$ cat src/rtl/tls_pkg.sv
// Package with constants and carrier types for the torque-limit selector.
package tls_pkg;

	// ----------------------------------------
	// Setting codes
	// ----------------------------------------
	localparam logic [7:0] SRC_QUAD = 8'h00;
	localparam logic [7:0] SRC_TERM = 8'h01;
	localparam logic [7:0] SRC_ANALOG = 8'h02;
	localparam logic [7:0] SRC_CARD1 = 8'h03;
	localparam logic [7:0] SRC_CARD2 = 8'h04;

	localparam logic [7:0] METHOD_SLV = 8'h03;
	localparam logic [7:0] METHOD_SLV_ZERO = 8'h04;
	localparam logic [7:0] METHOD_VECTOR = 8'h05;

	// Input functions 40, 41, 42 and output function 10, in decimal.
	localparam logic [7:0] FN_LIMIT_ENABLE = 8'h28;
	localparam logic [7:0] FN_SELECT_BIT0 = 8'h29;
	localparam logic [7:0] FN_SELECT_BIT1 = 8'h2a;
	localparam logic [7:0] FN_LIMITING_STATUS = 8'h0a;

	// ----------------------------------------
	// Limits and timing
	// ----------------------------------------
	// Percentages are carried as whole percent; 200 percent is the ceiling.
	localparam logic [7:0] LIMIT_MAX_PCT = 8'hc8;
	localparam logic [7:0] CEILING_RST = 8'hc8;
	localparam int ANALOG_FULL_MV = 10000;
	localparam int SYNC_STAGES = 2;
	localparam int NUM_IN_TERMINALS = 8;
	localparam int NUM_OUT_TERMINALS = 5;

	// ----------------------------------------
	// Types
	// ----------------------------------------
	typedef enum logic [3:0]
	{
		QUAD_FWD_DRIVE = 4'b0001,
		QUAD_REV_REGEN = 4'b0010,
		QUAD_REV_DRIVE = 4'b0100,
		QUAD_FWD_REGEN = 4'b1000
	} tls_quad_t;

	typedef struct packed
	{
		logic speed_reverse;
		logic torque_reverse;
		logic [7:0] torque_demand;
	} tls_motor_t;

	typedef struct packed
	{
		logic enable_assigned;
		logic limit_enable_input;
		logic limit_select_bit1;
		logic limit_select_bit0;
	} tls_flags_t;

endpackage

$ cat src/rtl/tls_analog_scale.sv
// Linear scaler from the analog limit code to a torque percentage.
`timescale 1ns/100ps
module tls_analog_scale
#(
	parameter int ADC_W = 10
)
(
	input wire logic clk,
	input wire logic arst_n,
	input wire logic [ADC_W-1:0] analog_limit_input,
	output logic [7:0] analog_pct
);

	// Full-scale code stands for 10 V; integer division truncates toward zero.
	localparam logic [ADC_W-1:0] FULL_CODE = {ADC_W{1'b1}};
	logic [ADC_W+7:0] product;
	logic [ADC_W+7:0] quotient;
	logic [7:0] analog_pct_reg;

	assign product = (ADC_W+8)'(analog_limit_input) * (ADC_W+8)'(tls_pkg::LIMIT_MAX_PCT);
	assign quotient = product / (ADC_W+8)'(FULL_CODE);

	always_ff @(posedge clk or negedge arst_n)
	begin
		if (!arst_n)
			analog_pct_reg <= '0;
		else
			analog_pct_reg <= quotient[7:0];
	end

	assign analog_pct = analog_pct_reg;
endmodule

$ cat src/rtl/tls_limit_select.sv
// Top of the torque-limit selector: source choice, quadrant, ceiling and status.
`timescale 1ns/100ps
module tls_limit_select
#(
	parameter int ADC_W = 10,
	parameter int NUM_IN = tls_pkg::NUM_IN_TERMINALS,
	parameter int NUM_OUT = tls_pkg::NUM_OUT_TERMINALS
)
(
	input wire logic clk,
	input wire logic arst_n,
	input wire logic [NUM_IN-1:0] input_terminal_pins,
	input wire logic [NUM_IN-1:0][7:0] input_terminal_function,
	input wire logic [NUM_OUT-1:0][7:0] output_terminal_function,
	input wire logic [7:0] limit_source_setting,
	input wire logic [7:0] control_method_setting,
	input wire logic [7:0] stored_limit_one,
	input wire logic [7:0] stored_limit_two,
	input wire logic [7:0] stored_limit_three,
	input wire logic [7:0] stored_limit_four,
	input wire logic [ADC_W-1:0] analog_limit_input,
	input wire logic [1:0] card_fitted,
	input wire logic [1:0][7:0] card_limit,
	input wire tls_pkg::tls_motor_t motor,
	output logic [7:0] torque_ceiling,
	output logic limiting_allowed,
	output logic limiting_active_output,
	output logic [NUM_OUT-1:0] output_terminals
);

	// ----------------------------------------
	// Declarations
	// ----------------------------------------
	tls_pkg::tls_flags_t flags;
	tls_pkg::tls_quad_t quad_reg;
	tls_pkg::tls_quad_t quad_next;
	logic [7:0] analog_pct;
	logic [3:0][7:0] lim_raw;
	logic [3:0][7:0] lim_c;
	logic [1:0] term_index;
	logic method_ok;
	logic eff_enable;
	logic [7:0] ceiling_reg;
	logic [7:0] ceiling_next;
	logic allowed_reg;
	logic active_reg;
	logic active_next;
	logic [NUM_OUT-1:0] out_term_reg;

	// ----------------------------------------
	// Submodules
	// ----------------------------------------
	tls_terminal_map #(.NUM_IN(NUM_IN)) u_map
	(
		.clk(clk),
		.arst_n(arst_n),
		.input_terminal_pins(input_terminal_pins),
		.input_terminal_function(input_terminal_function),
		.flags(flags)
	);

	tls_analog_scale #(.ADC_W(ADC_W)) u_analog
	(
		.clk(clk),
		.arst_n(arst_n),
		.analog_limit_input(analog_limit_input),
		.analog_pct(analog_pct)
	);

	// ----------------------------------------
	// Stored limits
	// ----------------------------------------
	// Settings above 200 percent are clamped so a bad setting cannot raise the ceiling.
	assign lim_raw = {stored_limit_four, stored_limit_three, stored_limit_two, stored_limit_one};

	genvar k;
	generate
		for (k = 0; k < 4; k++)
		begin : g_clamp
			assign lim_c[k] = (lim_raw[k] > tls_pkg::LIMIT_MAX_PCT) ?
				tls_pkg::LIMIT_MAX_PCT : lim_raw[k];
		end
	endgenerate

	assign term_index = {flags.limit_select_bit1, flags.limit_select_bit0};
	assign eff_enable = !flags.enable_assigned || flags.limit_enable_input;
	assign method_ok = (control_method_setting == tls_pkg::METHOD_SLV) ||
		(control_method_setting == tls_pkg::METHOD_SLV_ZERO) ||
		(control_method_setting == tls_pkg::METHOD_VECTOR);

	// ----------------------------------------
	// Operating quadrant
	// ----------------------------------------
	// Driving when torque and speed share a sign, regenerating when they differ.
	always_comb
	begin
		case ({motor.speed_reverse, motor.torque_reverse})
			2'b00: quad_next = tls_pkg::QUAD_FWD_DRIVE;
			2'b10: quad_next = tls_pkg::QUAD_REV_REGEN;
			2'b11: quad_next = tls_pkg::QUAD_REV_DRIVE;
			2'b01: quad_next = tls_pkg::QUAD_FWD_REGEN;
			default: quad_next = tls_pkg::QUAD_FWD_DRIVE;
		endcase
	end

	always_ff @(posedge clk or negedge arst_n)
	begin
		if (!arst_n)
			quad_reg <= tls_pkg::QUAD_FWD_DRIVE;
		else
			quad_reg <= quad_next;
	end

	// ----------------------------------------
	// Ceiling selection
	// ----------------------------------------
	always_comb
	begin
		ceiling_next = tls_pkg::LIMIT_MAX_PCT;
		if (method_ok)
		begin
			case (limit_source_setting)
				tls_pkg::SRC_QUAD:
				begin
					if (eff_enable)
					begin
						case (quad_reg)
							tls_pkg::QUAD_FWD_DRIVE: ceiling_next = lim_c[0];
							tls_pkg::QUAD_REV_REGEN: ceiling_next = lim_c[1];
							tls_pkg::QUAD_REV_DRIVE: ceiling_next = lim_c[2];
							tls_pkg::QUAD_FWD_REGEN: ceiling_next = lim_c[3];
							default: ceiling_next = tls_pkg::LIMIT_MAX_PCT;
						endcase
					end
				end
				tls_pkg::SRC_TERM:
				begin
					if (eff_enable)
						ceiling_next = lim_c[term_index];
				end
				tls_pkg::SRC_ANALOG: ceiling_next = analog_pct;
				tls_pkg::SRC_CARD1:
				begin
					if (card_fitted[0])
						ceiling_next = card_limit[0];
				end
				tls_pkg::SRC_CARD2:
				begin
					if (card_fitted[1])
						ceiling_next = card_limit[1];
				end
				default: ceiling_next = tls_pkg::LIMIT_MAX_PCT;
			endcase
		end
	end

	always_ff @(posedge clk or negedge arst_n)
	begin
		if (!arst_n)
			ceiling_reg <= tls_pkg::CEILING_RST;
		else
			ceiling_reg <= ceiling_next;
	end

	always_ff @(posedge clk or negedge arst_n)
	begin
		if (!arst_n)
			allowed_reg <= 1'b0;
		else
			allowed_reg <= method_ok;
	end

	// ----------------------------------------
	// Limiting status
	// ----------------------------------------
	// Status compares against the ceiling in force, so it trails the ceiling by one cycle.
	assign active_next = allowed_reg && (motor.torque_demand >= ceiling_reg);

	always_ff @(posedge clk or negedge arst_n)
	begin
		if (!arst_n)
			active_reg <= 1'b0;
		else
			active_reg <= active_next;
	end

	genvar j;
	generate
		for (j = 0; j < NUM_OUT; j++)
		begin : g_out
			always_ff @(posedge clk or negedge arst_n)
			begin
				if (!arst_n)
					out_term_reg[j] <= 1'b0;
				else
					out_term_reg[j] <= active_next &&
						(output_terminal_function[j] == tls_pkg::FN_LIMITING_STATUS);
			end
		end
	endgenerate

	assign torque_ceiling = ceiling_reg;
	assign limiting_allowed = allowed_reg;
	assign limiting_active_output = active_reg;
	assign output_terminals = out_term_reg;
endmodule

$ cat src/rtl/tls_terminal_map.sv
// Input terminal synchroniser and function decode for the torque-limit selector.
`timescale 1ns/100ps
module tls_terminal_map
#(
	parameter int NUM_IN = 8
)
(
	input wire logic clk,
	input wire logic arst_n,
	input wire logic [NUM_IN-1:0] input_terminal_pins,
	input wire logic [NUM_IN-1:0][7:0] input_terminal_function,
	output tls_pkg::tls_flags_t flags
);

	// ----------------------------------------
	// Synchroniser
	// ----------------------------------------
	// Pins are asynchronous to clk, so two flops stand before any decode.
	logic [NUM_IN-1:0] sync1_reg;
	logic [NUM_IN-1:0] sync2_reg;
	logic [NUM_IN-1:0] hit_en;
	logic [NUM_IN-1:0] hit_b0;
	logic [NUM_IN-1:0] hit_b1;

	always_ff @(posedge clk or negedge arst_n)
	begin
		if (!arst_n)
		begin
			sync1_reg <= '0;
			sync2_reg <= '0;
		end
		else
		begin
			sync1_reg <= input_terminal_pins;
			sync2_reg <= sync1_reg;
		end
	end

	// ----------------------------------------
	// Function decode
	// ----------------------------------------
	genvar i;
	generate
		for (i = 0; i < NUM_IN; i++)
		begin : g_term
			assign hit_en[i] = input_terminal_function[i] == tls_pkg::FN_LIMIT_ENABLE;
			assign hit_b0[i] = input_terminal_function[i] == tls_pkg::FN_SELECT_BIT0;
			assign hit_b1[i] = input_terminal_function[i] == tls_pkg::FN_SELECT_BIT1;
		end
	endgenerate

	assign flags.enable_assigned = |hit_en;
	assign flags.limit_enable_input = |(hit_en & sync2_reg);
	assign flags.limit_select_bit0 = |(hit_b0 & sync2_reg);
	assign flags.limit_select_bit1 = |(hit_b1 & sync2_reg);
endmodule

$ cat config.mk
export PLATFORM = sky130hd
export DESIGN_NAME = tls_limit_select
export DESIGN_NICKNAME = d
export VERILOG_FILES = /design/src/rtl/tls_pkg.sv /design/src/rtl/tls_analog_scale.sv /design/src/rtl/tls_limit_select.sv /design/src/rtl/tls_terminal_map.sv
export SDC_FILE = /design/constraint.sdc
export NUM_CORES = 1
export LEC_CHECK = 0
export ABC_CLOCK_PERIOD_IN_PS = 2200
export BUFFER_PORTS_ARGS = -buffer_cell sky130_fd_sc_hd__buf_2
export CAP_MARGIN = 20
export CORE_MARGIN = 2
export CORE_UTILIZATION = 35
export CTS_BUF_LIST = sky130_fd_sc_hd__clkbuf_8
export DETAILED_ROUTE_END_ITERATION = 10
export SLEW_MARGIN = 0
export SYNTH_ARGS = -nofsm -noshare
export SYNTH_HDL_FRONTEND = slang
export SYNTH_SLANG_ARGS = --single-unit
$ cat constraint.sdc
create_clock -name clk -period 2.2 [get_ports clk]
set_clock_uncertainty 0.15 [all_clocks]
set_input_delay 0.11 -clock clk [delete_from_list [all_inputs] [get_ports clk]]
set_output_delay 0.11 -clock clk [all_outputs]
set_load 0.03 [all_outputs]
---- Word level (Yosys, flattened, before mapping) ----
Cells that the tools add are included.
cells by class
  add/subtract/negate cells ............... 0
  multiply operators ...................... 1
  div/mod/pow operators ................... 1
  $lt $le $gt $ge ......................... 6
  equality and inequality tests ........... 43
  shifts and indexed selects .............. 0
  muxes and demuxes ....................... 14
  bitwise operators ....................... 3
  reductions and logical operators ........ 16
operator list
  cell                    count
  $eq 8x6->1 const B      24
  $mux 8                  10
  $eq 8x4->1 const B      5
  $pmux 8 s5              1
  $gt 8x8->1 const B      4
  $pmux 8 s4              1
  $reduce_or 8->1         4
  $and 8x8->8             3
  $eq 8x2->1 const B      3
  $eq 8x3->1 const B      3
  $div 18x10->18 const B  1
  $bmux 8 s2              1
  $pmux 4 s4              1
  $mul 10x5->15 const B   1
  $eq 8x1->1 const B      1
  $ge 8x8->1              1
  $logic_not 8->1         1
  $logic_and 1x1->1       6
  $eq 2x2->1 const B      2
  $eq 4x1->1 const B      1
  $eq 4x2->1 const B      1
  $eq 4x3->1 const B      1
  $eq 4x4->1 const B      1
  $logic_or 1x1->1        3
  other kinds (4)         4
storage, ports and cells
  flip-flop bits (word level) ............. 43
  latch bits .............................. 0
  memory bits (writable) .................. 0
  memory bits (read-only) ................. 0
  output and inout bits ................... 15
  logic and storage cells ................. 96
  memories kept ........................... 0

---- Logic depth before layout (Yosys ltp) ----
Gate-level depths: netlist of run 1.
  depth after elaboration ................. 8
  gate-level depth with buffers ........... 38

---- Cells and area by module ----
Synthesis of run 1 repeated with hierarchy kept, for this count alone.
unflattened totals
  cell total of the unflattened synthesis .. 776
  area, all modules ....................... 6222.2 µm²
by module, submodules not included
  module            times used  cells each  area each (µm²)
  tls_analog_scale  1           428         3310.7
  tls_limit_select  1           253         1995.7
  tls_terminal_map  1           95          915.9

---- Worst setup path after synthesis of run 1 ----
No wires, ideal clock.
  path type ............................... input-to-reg
  from .................................... in analog_limit_input[4]
  to ...................................... reg u_analog.analog_pct_reg[0] (netlist: u_analog.analog_pct[0])
  data arrival time ....................... 7.878 ns
  setup slack ............................. -5.954 ns
  cell stages on the path ................. 33
  cells stage by stage .................... ha_1 > ha_1 > inv_1 > fa_1 > inv_1 > ha_1 > a21oi_1 > o21ai_2 > a31oi_4 > xor2_4 > nor3_2 > or4_4 > nor3b_4 > mux2_2 > o21ai_2 > a21oi_1 > or4_4 > a2111oi_4 > o21ai_1 > xor2_1 > a41oi_1 > a21oi_1 > ha_1 > nand2_1 > nor2_1 > a21oi_2 > xor2_2 > ha_1 > a31oi_1 > o311a_1 > o311ai_1 > a211o_1 > a221o_1
between the ends
  word-level cells in the longest chain between the ends .. 2
ends and longest elaborated chain
  what                      RTL line                source
  start: declaration        tls_limit_select.sv:21  input wire logic [ADC_W-1:0] analog_limit_input,
  $mul 10x5->15             tls_analog_scale.sv:20  assign product = (ADC_W+8)'(analog_limit_input) * (ADC_W+8)'(tls_pkg::LIMIT_MAX_PCT);
  $div 18x10->18            tls_analog_scale.sv:21  assign quotient = product / (ADC_W+8)'(FULL_CODE);
  net u_analog.quotient[0]  tls_analog_scale.sv:17  logic [ADC_W+7:0] quotient;
  end signal: assignment    tls_analog_scale.sv:28  analog_pct_reg <= quotient[7:0];
  end: declaration          tls_analog_scale.sv:18  logic [7:0] analog_pct_reg;
The timed path passes the listed nets, and every way through them passes these cells.

---- Worst setup path in the final report of run 1 ----
  from .................................... in analog_limit_input[6]
  to ...................................... reg u_analog.analog_pct_reg[0] (netlist: u_analog.analog_pct[0])
Same word-level chain as after synthesis.

==> summary by stage, run 1 <==
GRT
The global routing met1 resource utilization is 33.4%. The number of global-route vias before repair came to 8032. The initial antenna violation count is 0. The pin count of the biggest net entering global routing is 38.

After global routing the overflow that remains totals 0. For met2 alone, demand over resource in global routing was 47.9%. The first-pass GRT wire length is 39700 µm. The layer flagged by global routing as most heavily used is met2. The total routing resource utilization after global routing is 26.8%. The met3 track utilization from global routing is 2.95%.

Critical path
The critical path endpoint category is a flop. The startpoint type of the worst setup path is an input port. Together, buffers and inverters on the worst path number 7. The worst path required time is 2.22 ns. The setup slack of the most critical reg-to-reg path is -0.10 ns.

The worst reg2reg path startpoint is torque_ceiling[0]. The critical path ends at u_analog.analog_pct[0]. The critical path is of the in -> reg type. The most used cell along the critical path is ha_4. In this run the worst setup path begins at analog_limit_input[6].

In this design, the stage delay of the slowest critical-path cell is 0.59 ns. The number of cell instances on the worst register-to-register path is 13. The destination of the worst register-to-register timing path is output_terminals[0]. Data arrives at the worst endpoint at 7.62 ns. Of all nets on the critical path, the largest fanout is 5. The critical path crosses 37 cells after its start point. The slowest library cell on the worst path is or4_4. The cell family contributing the most delay on the critical path is simple AND/OR/NAND/NOR gates.

Timing
Across all setup checks in the final design, the least slack found is -5.40 ns. The final-report hold violation count is 0. Measured against its own limit, the worst slew margin works out to 44.2%. Subtracting the final worst setup slack from the clock period gives 7.60 ns. The setup-violating endpoint count in the final report is 18. Setup repair after global routing could not meet its margin everywhere.

The number of max-slew violations in the final report came to 0. After layout, the worst path uses 345% of the clock period. At the pin with the least slew margin, the transition time is 0.836 ns. Timing would allow up to 0.132 GHz.

Status
The flow ran to the end, but the final reports show violations. The final reports fail on negative setup slack.

Place
Summed over all nets, the half-perimeter wirelength after detailed placement is 20200 µm. The number of input and output port buffers inserted is 214. The global placement routability congestion is 0.911.

Synth
The most common flop cell mapped by yosys is dfrtp_1. The number of nets in the synthesized netlist is 998. The portion of synthesized cell area occupied by the leading cell type is 16.0%. The register bit total from synthesis is 43. The synthesized area is 0.00608 mm². Counting every instance in the synthesized netlist gives 745. Sorting the synthesized cells by area gives the leading types as dfrtp_1 16%, ha_1 9.9%, nand2_1 4.3%, nor2_1 3.6%, nor3_1 3.3%. The number of enable-type register cells in the synthesized netlist is 0. In the synthesized netlist the async set-or-reset flop fraction comes to 100%.

The share of the Yosys chip area taken by registers is 17.8%. Of all cell types, the one taking the most synthesized area is dfrtp_1. Each instance of the synthesized netlist takes up on average 8.16 µm². During synthesis, Yosys emitted a total of 0 warnings. The netlist uses 105 different library cells.

Drt
The final layout contains routed wiring with a total length of 27000 µm. After detailed routing, the number of remaining DRC violations is 0. After the first detailed-routing iteration, the DRC count stood at 623. The detailed-route vias per instance is 5.51. The first detailed-routing pass took 5 iterations. Dividing the detail-routed wire length by the instance count gives 18.0 µm. The count of nets left with antenna violations once routing finished came out at 0. Across all layers, the routed design uses 8253 vias.

Pwr
The power density over the cells is 903 mW/mm². The standby leakage power is 5.01 nW. After layout, the design draws a total of 10.1 mW. The largest vdd supply drop is 493 µV.

Cells and area
The total number of nets in the final design is 1526. The final standard cell utilization of the core is 65.2%. The area growth from synthesis to layout is 83.6%. In the final layout, the share of cells above drive strength 1 is 55.0%. The number of antenna diodes is 0.

Clock network
The maximum clock path buffer count is 2. Clock-pin slew was measured on the worst setup and hold paths at 0.07 ns. The clock tree from TritonCTS is done.

The depth of the CTS H-tree is 2. The clock root buffer is clkbuf_8. The clock insertion delay at the later pin of the skew report is 0.29 ns. The clock net in this run drives a total of 43 sinks.

The total CTS buffers is 5.

Die
The die outline area is 0.0184 mm². The region available for standard cell placement spans 0.0171 mm². The initial core utilization is 35.5%. The number of placed I/O pins is 215. In this run the core area contains 48 standard-cell rows. The vertical die dimension is 136 µm. The x dimension of the die is 136 µm.

Hold path
The tightest min-delay check is of the in -> reg type. The number of cells on the worst hold path is 3.

Run
Max-cap violations in this run came to 0.
cells by family after synthesis:
logic type	after synthesis	synth area share, %
compound gates	223	29.3
fa+ha+maj	53	11.5
buf+inv	61	3.89
xor+xnor	30	5.43
flops	43	17.8
simple gates	327	30.5
mux	8	1.67
power by group:
| group | switching, mW | leakage, nW | total (mW) | internal, mW |
|---|---|---|---|---|
| Clock | 0.262 | 0.0453 | 0.479 | 0.217 |
| Combinational | 4.23 | 4.44 | 8.70 | 4.46 |
| Sequential | 0.0414 | 0.523 | 0.912 | 0.870 |
per-stage QoR:
stage	hold WS, ns	setup WS (ns)	instance area, µm²	instances	setup TNS (ns)
after floorplan	-0.336	-5.33	6370	745	-25.28
after global placement	0.0695	-5.62	9400	1402	-31.92
after detailed placement	0.0699	-5.81	9400	1402	-33.48
after CTS	0.00945	-5.20	10600	1480	-26.88
after global routing	0.0417	-5.71	11200	1499	-30.53
final	0.0196	-5.40	11200	1499	-28.08
layout make-up:
| cell class | count | area, µm² |
|---|---|---|
| clock buffers | 5 | 68.8 |
| clock inverters | 3 | 16.3 |
| fillers | 1387 | 5950 |
| inverters | 48 | 185 |
| multi-input cells | 641 | 5780 |
| flip-flops and latches | 43 | 1080 |
| well taps | 225 | 282 |
| repair buffers | 534 | 3760 |
cells in the mapped netlist, types with 6 or more instances:
library cell	instances
xnor2_1	16
nor2b_1	11
buf_2	6
a31oi_1	16
xor2_1	8
nand4_1	13
nand3_1	23
o21ai_0	27
inv_1	47
a21oi_1	33
nor4_1	14
o31ai_1	6
a211oi_1	8
nand2b_1	12
clkbuf_1	6
and3_1	8
a22oi_1	17
nand3b_1	15
ha_1	48
o311ai_0	6
nor2_1	58
dfrtp_1	39
a32oi_1	6
nor4b_1	11
a222oi_1	7
nor3_1	40
o21a_1	7
and2_1	8
o2111ai_1	6
nor4bb_1	6
nand2_1	70
layout by cell type (no fill, tap or decap), drive strengths merged, types with 8 or more instances in the layout:
| cell type | netlist | final |
|---|---|---|
| o31ai | 8 | 8 |
| dlygate4sd3 | 0 | 33 |
| o21ai | 34 | 34 |
| nor4 | 16 | 16 |
| a211oi | 9 | 9 |
| a22oi | 17 | 17 |
| buf | 7 | 500 |
| a31oi | 17 | 17 |
| xor2 | 12 | 12 |
| nor3 | 43 | 43 |
| xnor2 | 18 | 18 |
| nand3 | 24 | 24 |
| ha | 48 | 48 |
| nor2 | 59 | 59 |
| nand2 | 70 | 70 |
| inv | 47 | 49 |
| nor2b | 11 | 11 |
| a21oi | 34 | 34 |
| and3 | 8 | 8 |
| nand3b | 15 | 15 |
| o311ai | 8 | 8 |
| nand4 | 16 | 16 |
| nand2b | 12 | 12 |
| dfrtp | 39 | 39 |
| nor4b | 11 | 11 |
| and2 | 8 | 8 |
how the worst min path moves through the flow:
stage | start | end
finish | card_limit[3] | torque_ceiling[3]
global route | card_limit[6] | torque_ceiling[6]
CTS | card_limit[3] | torque_ceiling[3]
detailed placement | input_terminal_pins[6] | u_map.sync1_reg[6]
global placement | input_terminal_pins[2] | u_map.sync1_reg[2]
floorplan | arst_n | limiting_active_output
metal layers:
layer	up-vias	routed length, µm	share of wire [%]
met5	-	0	0
met4	0	841	3.1
met3	69	1760	6.5
met2	359	13500	50
met1	3866	10900	40
li1	3959	-	-
what timing repair did:
item,in CTS,in global routing
hold buffers,33,0
hold endpoints to repair,50,0
gates resized for setup,108,76
endpoints found under the setup margin,22,22
gates cloned,0,1
buffers inserted,38,20
pin swaps,60,67
worst min-delay path: cells and delay by family:
family                 cells  cell delay [ns]
AO/OA/AOI/OAI              1             0.19
buffers and inverters      1             0.08
AND/OR/NAND/NOR            1             0.04
No activity file was read; power rests on OpenSTA's default activity.
==> run 2, diff against run 1 <==
--- a/config.mk
+++ b/config.mk
@@ -12,6 +12,7 @@
 export CORE_UTILIZATION = 35
 export CTS_BUF_LIST = sky130_fd_sc_hd__clkbuf_8
 export DETAILED_ROUTE_END_ITERATION = 10
+export GPL_TIMING_DRIVEN = 0
 export SLEW_MARGIN = 0
 export SYNTH_ARGS = -nofsm -noshare
 export SYNTH_HDL_FRONTEND = slang
==> summary by stage, run 2 (synthesis results as in run 1) <==
Status
The run finished, with violations left. The final reports fail on negative setup slack.

Die
The total core area was 0.0171 mm² (unchanged). The number of placed I/O pins is 215 (unchanged). The initial core utilization is 35.5% (unchanged). The vertical die dimension was 136 µm (unchanged). The die outline area is 0.0184 mm² (unchanged). The number of placement rows is 48 (unchanged).

The x dimension of the die was 136 µm (unchanged).

GRT
The initial antenna violation count came to 0 (unchanged). The first-pass GRT wire length is 36200 µm (-8.6%). The met2 track utilization from global routing is 43.1% (-4.8 points).

The met3 track utilization from global routing was 2.54% (-0.41 points). The total routing resource utilization after global routing came to 24.5% (-2.3 points). The number of global-route vias before repair came to 7094 (-12%). The global routing met1 resource utilization is 31.9% (-1.5 points). The global routing stage identified its most utilized layer as met2. The pin count of the biggest net entering global routing is 44 (+16%). The remaining global-route overflow was 0 (unchanged).

Cells and area
The count of filler cells inserted in the layout was 1522 (+9.7%). Leaving out fill and tap cells, the most frequent cell in the layout is buf_2. The final standard cell utilization of the core came to 58.1% (-7.1 points). Relative to the synthesized area, the layout overhead comes to 63.6%. The total number of nets in the final design is 1356 (-11%). The top cell types in the final layout, fill and taps aside, are 210 x buf_2, 93 x buf_4, 64 x nand2_1. The final non-filler cell total is 1329 (-11%). The number of antenna diodes is 0 (unchanged). The fraction of final layout cells with drive strength greater than 1 is 48.7% (-6.3 points).

Critical path
The worst path required time is 2.22 ns (about the same). The sum of buffers and inverters on the critical path is 7 (unchanged). The slowest library cell on the worst path is or4_4. The setup slack of the most critical reg-to-reg path is -0.09 ns (about the same). Grouping stages by cell kind, the critical path spends the most delay in compound AO/OA/AOI/OAI gates. STA classifies the critical path startpoint as an input port. The number of cell instances on the worst register-to-register path is 10 (-3). STA classifies the critical path endpoint as a flop. The largest fanout on the critical path was 6 (+1). The delay contributed by the slowest stage of the critical path is 0.55 ns (-0.04 ns).

In this run the critical register-to-register path is launched from u_map.sync2_reg[4]. The arrival time at the worst endpoint was 7.67 ns (+0.05 ns). The critical path is of the in -> reg type. Counting stages on the worst path, the most repeated cell is ha_4.

In this run the critical register-to-register path is captured at torque_ceiling[4].

Timing
The minimum period implied by the final worst setup slack was 7.65 ns (+0.0514 ns). The highest attainable clock frequency was 0.131 GHz (-0.67%). The setup slack after layout came to -5.45 ns (-0.0514 ns). The setup-violating endpoint count in the final report was 13 (-5). The slew of the pin with the lowest slew margin is 0.939 ns (+0.103 ns). The final-report hold violation count came to 0 (unchanged).

The number of max-slew violations in the final report is 0 (unchanged). The headroom to the max-slew limit came to 37.4% (-6.9 points). Setup repair after global routing could not meet its margin everywhere. The share of the clock period used by the worst path after layout is 348% (+2.3 points).

Place
The setup slack at placement is -6.64 ns (-0.830 ns). The global placement routability congestion is 0.934 (+2.5%). The cell total after placement came to 1184 (-16%).

The HPWL after detailed placement is 18100 µm (-10%). The number of input and output port buffers inserted was 214 (unchanged).

Pwr
The largest vdd supply drop is 476 µV (-3.5%). The standby leakage power is 4.17 nW (-17%). The total power consumption of the routed design is 8.35 mW (-17%). The power density over the cells came to 839 mW/mm² (-7.1%).

Hold path
The number of cells on the worst hold path came to 3 (unchanged). The worst hold path belongs to the class in -> reg. The path with the worst hold slack has its endpoint at torque_ceiling[6].

The origin of the worst min-delay path is card_limit[6].

Clock network
The total CTS buffers is 5 (unchanged). The clock tree from TritonCTS is done. The clock insertion delay at the later pin of the skew report is 0.29 ns (about the same). The sink count of the clock tree came to 43 (unchanged). The depth of the CTS H-tree came to 2 (unchanged). The maximum clock path buffer count was 2 (unchanged). The clock transition at the register clock pins on the worst setup and hold paths after CTS came to 0.07 ns (about the same).

The root buffer cell chosen for the clock tree is clkbuf_8.

Drt
The average detailed-routed wire length per instance is 18.4 µm (+2.2%). The via count came to 7658 (-7.2%). The final antenna-violating net count is 0 (unchanged). The number of optimization iterations in the first detailed-route pass is 5 (unchanged). The starting DRC count in detailed routing came to 473 (-24%). The sum of routed wire length over all layers is 24400 µm (-9.4%). The detailed-route DRC error count was 0 (unchanged).

The detailed-route vias per instance came to 5.76 (+4.7%).

Run
The count of maximum capacitance violations is 0 (unchanged).
run 2: cell types whose count changed in the layout (fill, tap and decap cells not counted), moves of 4 or more:
cell,change
buf_4,-164
buf_6,-12
nor2_1,-5
nor2_2,+5
nor2b_2,+4
run 2: worst max-delay path by stage:
stage,start,end,slack (ns),cells after the start
floorplan,analog_limit_input[4],u_analog.analog_pct[0],-5.33,32
finish,analog_limit_input[3],u_analog.analog_pct[0],-5.45,38
global route,analog_limit_input[6],u_analog.analog_pct[0],-5.73,41
CTS,analog_limit_input[6],u_analog.analog_pct[0],-5.39,39
detailed placement,analog_limit_input[2],u_analog.analog_pct[0],-6.64,35
global placement,analog_limit_input[2],u_analog.analog_pct[0],-6.63,35
run 2: metrics by stage:
stage | hold WS (ns) | area (µm²) | setup TNS [ns]
after global placement | 0.0691 | 7720 | -39.32
after floorplan | -0.336 | 6370 | -25.28
after global routing | 0.0188 | 9950 | -30.26
after detailed placement | 0.0715 | 7720 | -39.27
final | 0.0307 | 9950 | -27.20
after CTS | 0.0160 | 9400 | -26.77
run 2: timing repair:
action | 4_1_cts | 5_1_grt
gates resized for setup | 140 | 68
pin swaps | 79 | 65
setup endpoints to repair | 22 | 22
cloned | 0 | 0
hold buffers | 35 | 0
buffers inserted | 75 | 33
endpoints found under the hold margin | 58 | 0
run 2: layout make-up:
cell class | count | area [µm²] | share of cell area, %
clock inverters | 3 | 16.3 | 0.164
inverters | 48 | 188 | 1.89
well taps | 225 | 282 | 2.83
repair buffers | 355 | 2340 | 23.5
plain buffers | 9 | 60.1 | 0.604
clock buffers | 5 | 68.8 | 0.692
multi-input cells | 641 | 5920 | 59.5
flip-flops and latches | 43 | 1080 | 10.9
run 2: where the power goes:
part / switching [mW] / internal [mW]
Clock: 0.250 / 0.217
Sequential: 0.0404 / 0.870
Combinational: 3.75 / 3.22
Total: 4.05 / 4.30
run 2: routing by layer:
metal | wire length [µm] | up-vias
met5 | 0 | -
met4 | 567 | 0
met3 | 1650 | 45
met2 | 12200 | 337
met1 | 10100 | 3652
li1 | - | 3624
run 2: worst register-to-register path, cell delays in order, from the launching register on:
cell and delay, ns:
dfrtp_1 0.43, nand2_2 0.08, o32ai_2 0.08, a311oi_2 0.27, nand3_2 0.24, buf_8 0.21
nand3b_1 0.11, o311ai_2 0.12, a32oi_1 0.27, o21a_1 0.16, nor2_1 0.04
==> run 3, diff against run 2 <==
--- a/config.mk
+++ b/config.mk
@@ -5,9 +5,8 @@
 export SDC_FILE = /design/constraint.sdc
 export NUM_CORES = 1
 export LEC_CHECK = 0
-export ABC_CLOCK_PERIOD_IN_PS = 2200
+export ABC_CLOCK_PERIOD_IN_PS = 8950
 export BUFFER_PORTS_ARGS = -buffer_cell sky130_fd_sc_hd__buf_2
-export CAP_MARGIN = 20
 export CORE_MARGIN = 2
 export CORE_UTILIZATION = 35
 export CTS_BUF_LIST = sky130_fd_sc_hd__clkbuf_8
==> constraint.sdc (replaced) <==
create_clock -name clk -period 8.95 [get_ports clk]
set_clock_uncertainty 0.15 [all_clocks]
set_input_delay 0.4475 -clock clk [delete_from_list [all_inputs] [get_ports clk]]
set_output_delay 0.4475 -clock clk [all_outputs]
set_load 0.03 [all_outputs]
==> summary by stage, run 3 (synthesis results as in run 1) <==
Status
The flow ran to the end, and the final reports show no timing, DRC or antenna violations.

Pwr
The total power consumption of the routed design was 1.68 mW (-80%). The standby leakage power is 3.55 nW (-15%). The net switching component of the power is 839 µW (-79%).

The fraction of power consumed by sequential logic came to 13.1% (+2.2 points). The internal power summed over all cells is 846 µW (-80%). The switching part of the total power is 49.8% (+1.4 points). The part of the total power dissipated in the clock network is 9.0% (+3.4 points). The power density over the cells was 208 mW/mm² (-75%). The largest vdd supply drop came to 104 µV (-78%).

The combinational cell fraction of total power is 77.9% (-5.6 points).

Critical path
The largest individual stage delay along the critical path comes from the cell fa_1. The startpoint type of the worst setup path is an input port. The largest fanout on the critical path is 7 (+1). The worst path required time is 8.99 ns (+6.77 ns). The arrival time at the worst endpoint was 8.68 ns (+1.01 ns).

The category of the most critical setup path is in -> reg. The critical path endpoint category is a flop. The delay contributed by the slowest stage of the critical path is 0.50 ns (-0.05 ns). The most used cell along the critical path is ha_1.

Die
The die outline area came to 0.0184 mm² (unchanged). The initial core utilization came to 35.5% (unchanged). The total core area is 0.0171 mm² (unchanged).

The number of placement rows is 48 (unchanged). The number of placed I/O pins came to 215 (unchanged). The x dimension of the die is 136 µm (unchanged).

The vertical die dimension is 136 µm (unchanged).

Clock network
The total CTS buffers is 5 (unchanged). The sink count of the clock tree came to 43 (unchanged). The clock insertion delay at the later pin of the skew report is 0.30 ns (about the same). The clock transition at the register clock pins on the worst setup and hold paths after CTS is 0.08 ns (about the same). The maximum clock path buffer count is 2 (unchanged). The depth of the CTS H-tree was 2 (unchanged). The count of hold-fix buffers inserted at cts is 0 (-100%). In this run the clock root is driven by a clkbuf_8. The clock tree from TritonCTS is done.

Cells and area
The library cell used most frequently in the layout, excluding fill and tap cells, is buf_2. The count of filler cells inserted in the layout came to 1706 (+12%). The final standard cell utilization of the core is 47.4% (-11 points).

The number of antenna diodes is 0 (unchanged). Leaving out fill and tap cells, the most frequent cells in the layout are 219 x buf_2, 69 x nand2_1, 54 x nor2_1. The total number of nets in the final design was 1257 (-7.3%).

The fraction of final layout cells with drive strength greater than 1 is 36.7% (-12 points). The area growth from synthesis to layout is 33.4%. The final non-filler cell total is 1230 (-7.4%).

Drt
The detailed-route vias per instance is 5.79 (+0.54%). The starting DRC count in detailed routing is 708 (+50%). The sum of routed wire length over all layers is 21600 µm (-11%). The final antenna-violating net count was 0 (unchanged). The number of optimization iterations in the first detailed-route pass is 5 (unchanged). The average detailed-routed wire length per instance was 17.6 µm (-4.3%). The detailed-route DRC error count was 0 (unchanged). The via count was 7126 (-6.9%).

GRT
The first-pass GRT wire length was 32500 µm (-10%). The remaining global-route overflow is 0 (unchanged). The total routing resource utilization after global routing was 21.7% (-2.8 points). The number of global-route vias before repair is 6372 (-10%). The pin count of the biggest net entering global routing came to 44 (unchanged). The initial antenna violation count is 1 (+1).

Timing
The share of the clock period used by the worst path after layout is 96.6%. The headroom to the max-slew limit was 31.2% (-6.2 points). The worst hold margin came to 0.101 ns (+0.0707 ns). The slew of the pin with the lowest slew margin is 1.02 ns (+0.0789 ns).

The minimum period implied by the final worst setup slack is 8.64 ns. The number of max-slew violations in the final report was 0 (unchanged). The setup-violating endpoint count in the final report is 0 (-13). The setup slack after layout was 0.307 ns (+5.76 ns).

The highest attainable clock frequency is 0.116 GHz. The final-report hold violation count was 0 (unchanged).

Run
The count of maximum capacitance violations is 0 (unchanged).

Place
The cell total after placement is 1184 (unchanged). The setup slack at placement was -0.732 ns (+5.90 ns). The HPWL after detailed placement was 17700 µm (-1.9%). The global placement routability congestion is 0.979 (+4.8%).

The number of input and output port buffers inserted is 214 (unchanged).

Hold path
The type of the tightest min-delay check is in -> reg.
run 3: cell types whose count changed in the layout (fill, tap and decap cells not counted), sizes merged:
cell	previous run	this run
clkinv	2	3
bufinv	0	1
inv	48	47
dlygate4sd3	35	0
clkinvlp	1	0
buf	326	259
clkbuf	8	11
run 3: worst max-delay path: cells and delay by family:
kind,cells,cell delay [ns]
adders and majority gates,6,1.73
buffers and inverters,5,0.58
muxes,1,0.19
xor gates and xnor gates,1,0.19
and+or+nand+nor,7,1.75
AOI/OAI and AO/OA,16,3.75
run 3: final timing paths:
kind	slack [ns]	end	depth (start not counted)	startpoint
max	0.31	u_analog.analog_pct[0]	36	analog_limit_input[5]
min	0.10	u_map.sync1_reg[7]	1	input_terminal_pins[7]
max reg2reg	6.28	torque_ceiling[5]	10	u_map.sync2_reg[3]
min reg2reg	0.20	u_map.sync2_reg[7]	0	u_map.sync1_reg[7]
max in group asynchronous	7.91	u_analog.analog_pct[5]	1	arst_n
min in group asynchronous	0.15	output_terminals[3]	1	arst_n
run 3: area by class of cell:
class	count	area [µm²]	share of cell area, %
Multi-Input combinational cell	641	5040	62.1
Timing Repair Buffer	252	1360	16.7
Sequential cell	43	1080	13.3
Tap cell	225	282	3.47
Inverter	48	180	2.22
Clock buffer	5	68.8	0.849
Buffer	13	60.1	0.741
Clock inverter	3	43.8	0.540
run 3: power groups by stage:
stage / sequential [mW] / combinational, mW / clock [mW]
after floorplan: 0.222 / 0.810 / 0
after global placement: 0.224 / 1.06 / 0
after detailed placement: 0.225 / 1.06 / 0
after CTS: 0.221 / 1.12 / 0.157
after global routing: 0.223 / 1.43 / 0.161
final: 0.221 / 1.31 / 0.152
run 3: per-stage QoR:
step           setup TNS [ns]  area [µm²]
5_1_grt               -0.0695        8110
3_3_place_gp           -0.777        7430
6_report                    0        8110
2_1_floorplan               0        6080
3_5_place_dp           -0.877        7430
4_1_cts                     0        7700
run 3: timing repair:
item / in CTS / in global routing
gates cloned: 0 / 0
setup endpoints to repair: 1 / 2
pin swaps: 6 / 25
hold endpoints to repair: 0 / 0
buffers inserted: 14 / 24
resized for setup: 8 / 52
run 3: per-layer routing:
metal / wire length (µm) / up-vias / GRT usage, %
li1: - / 3418 / -
met2: 10400 / 348 / 37.3
met1: 9090 / 3319 / 28.9
met4: 471 / 2 / 6.37
met3: 1700 / 39 / 1.98
met5: 13 / - / 0
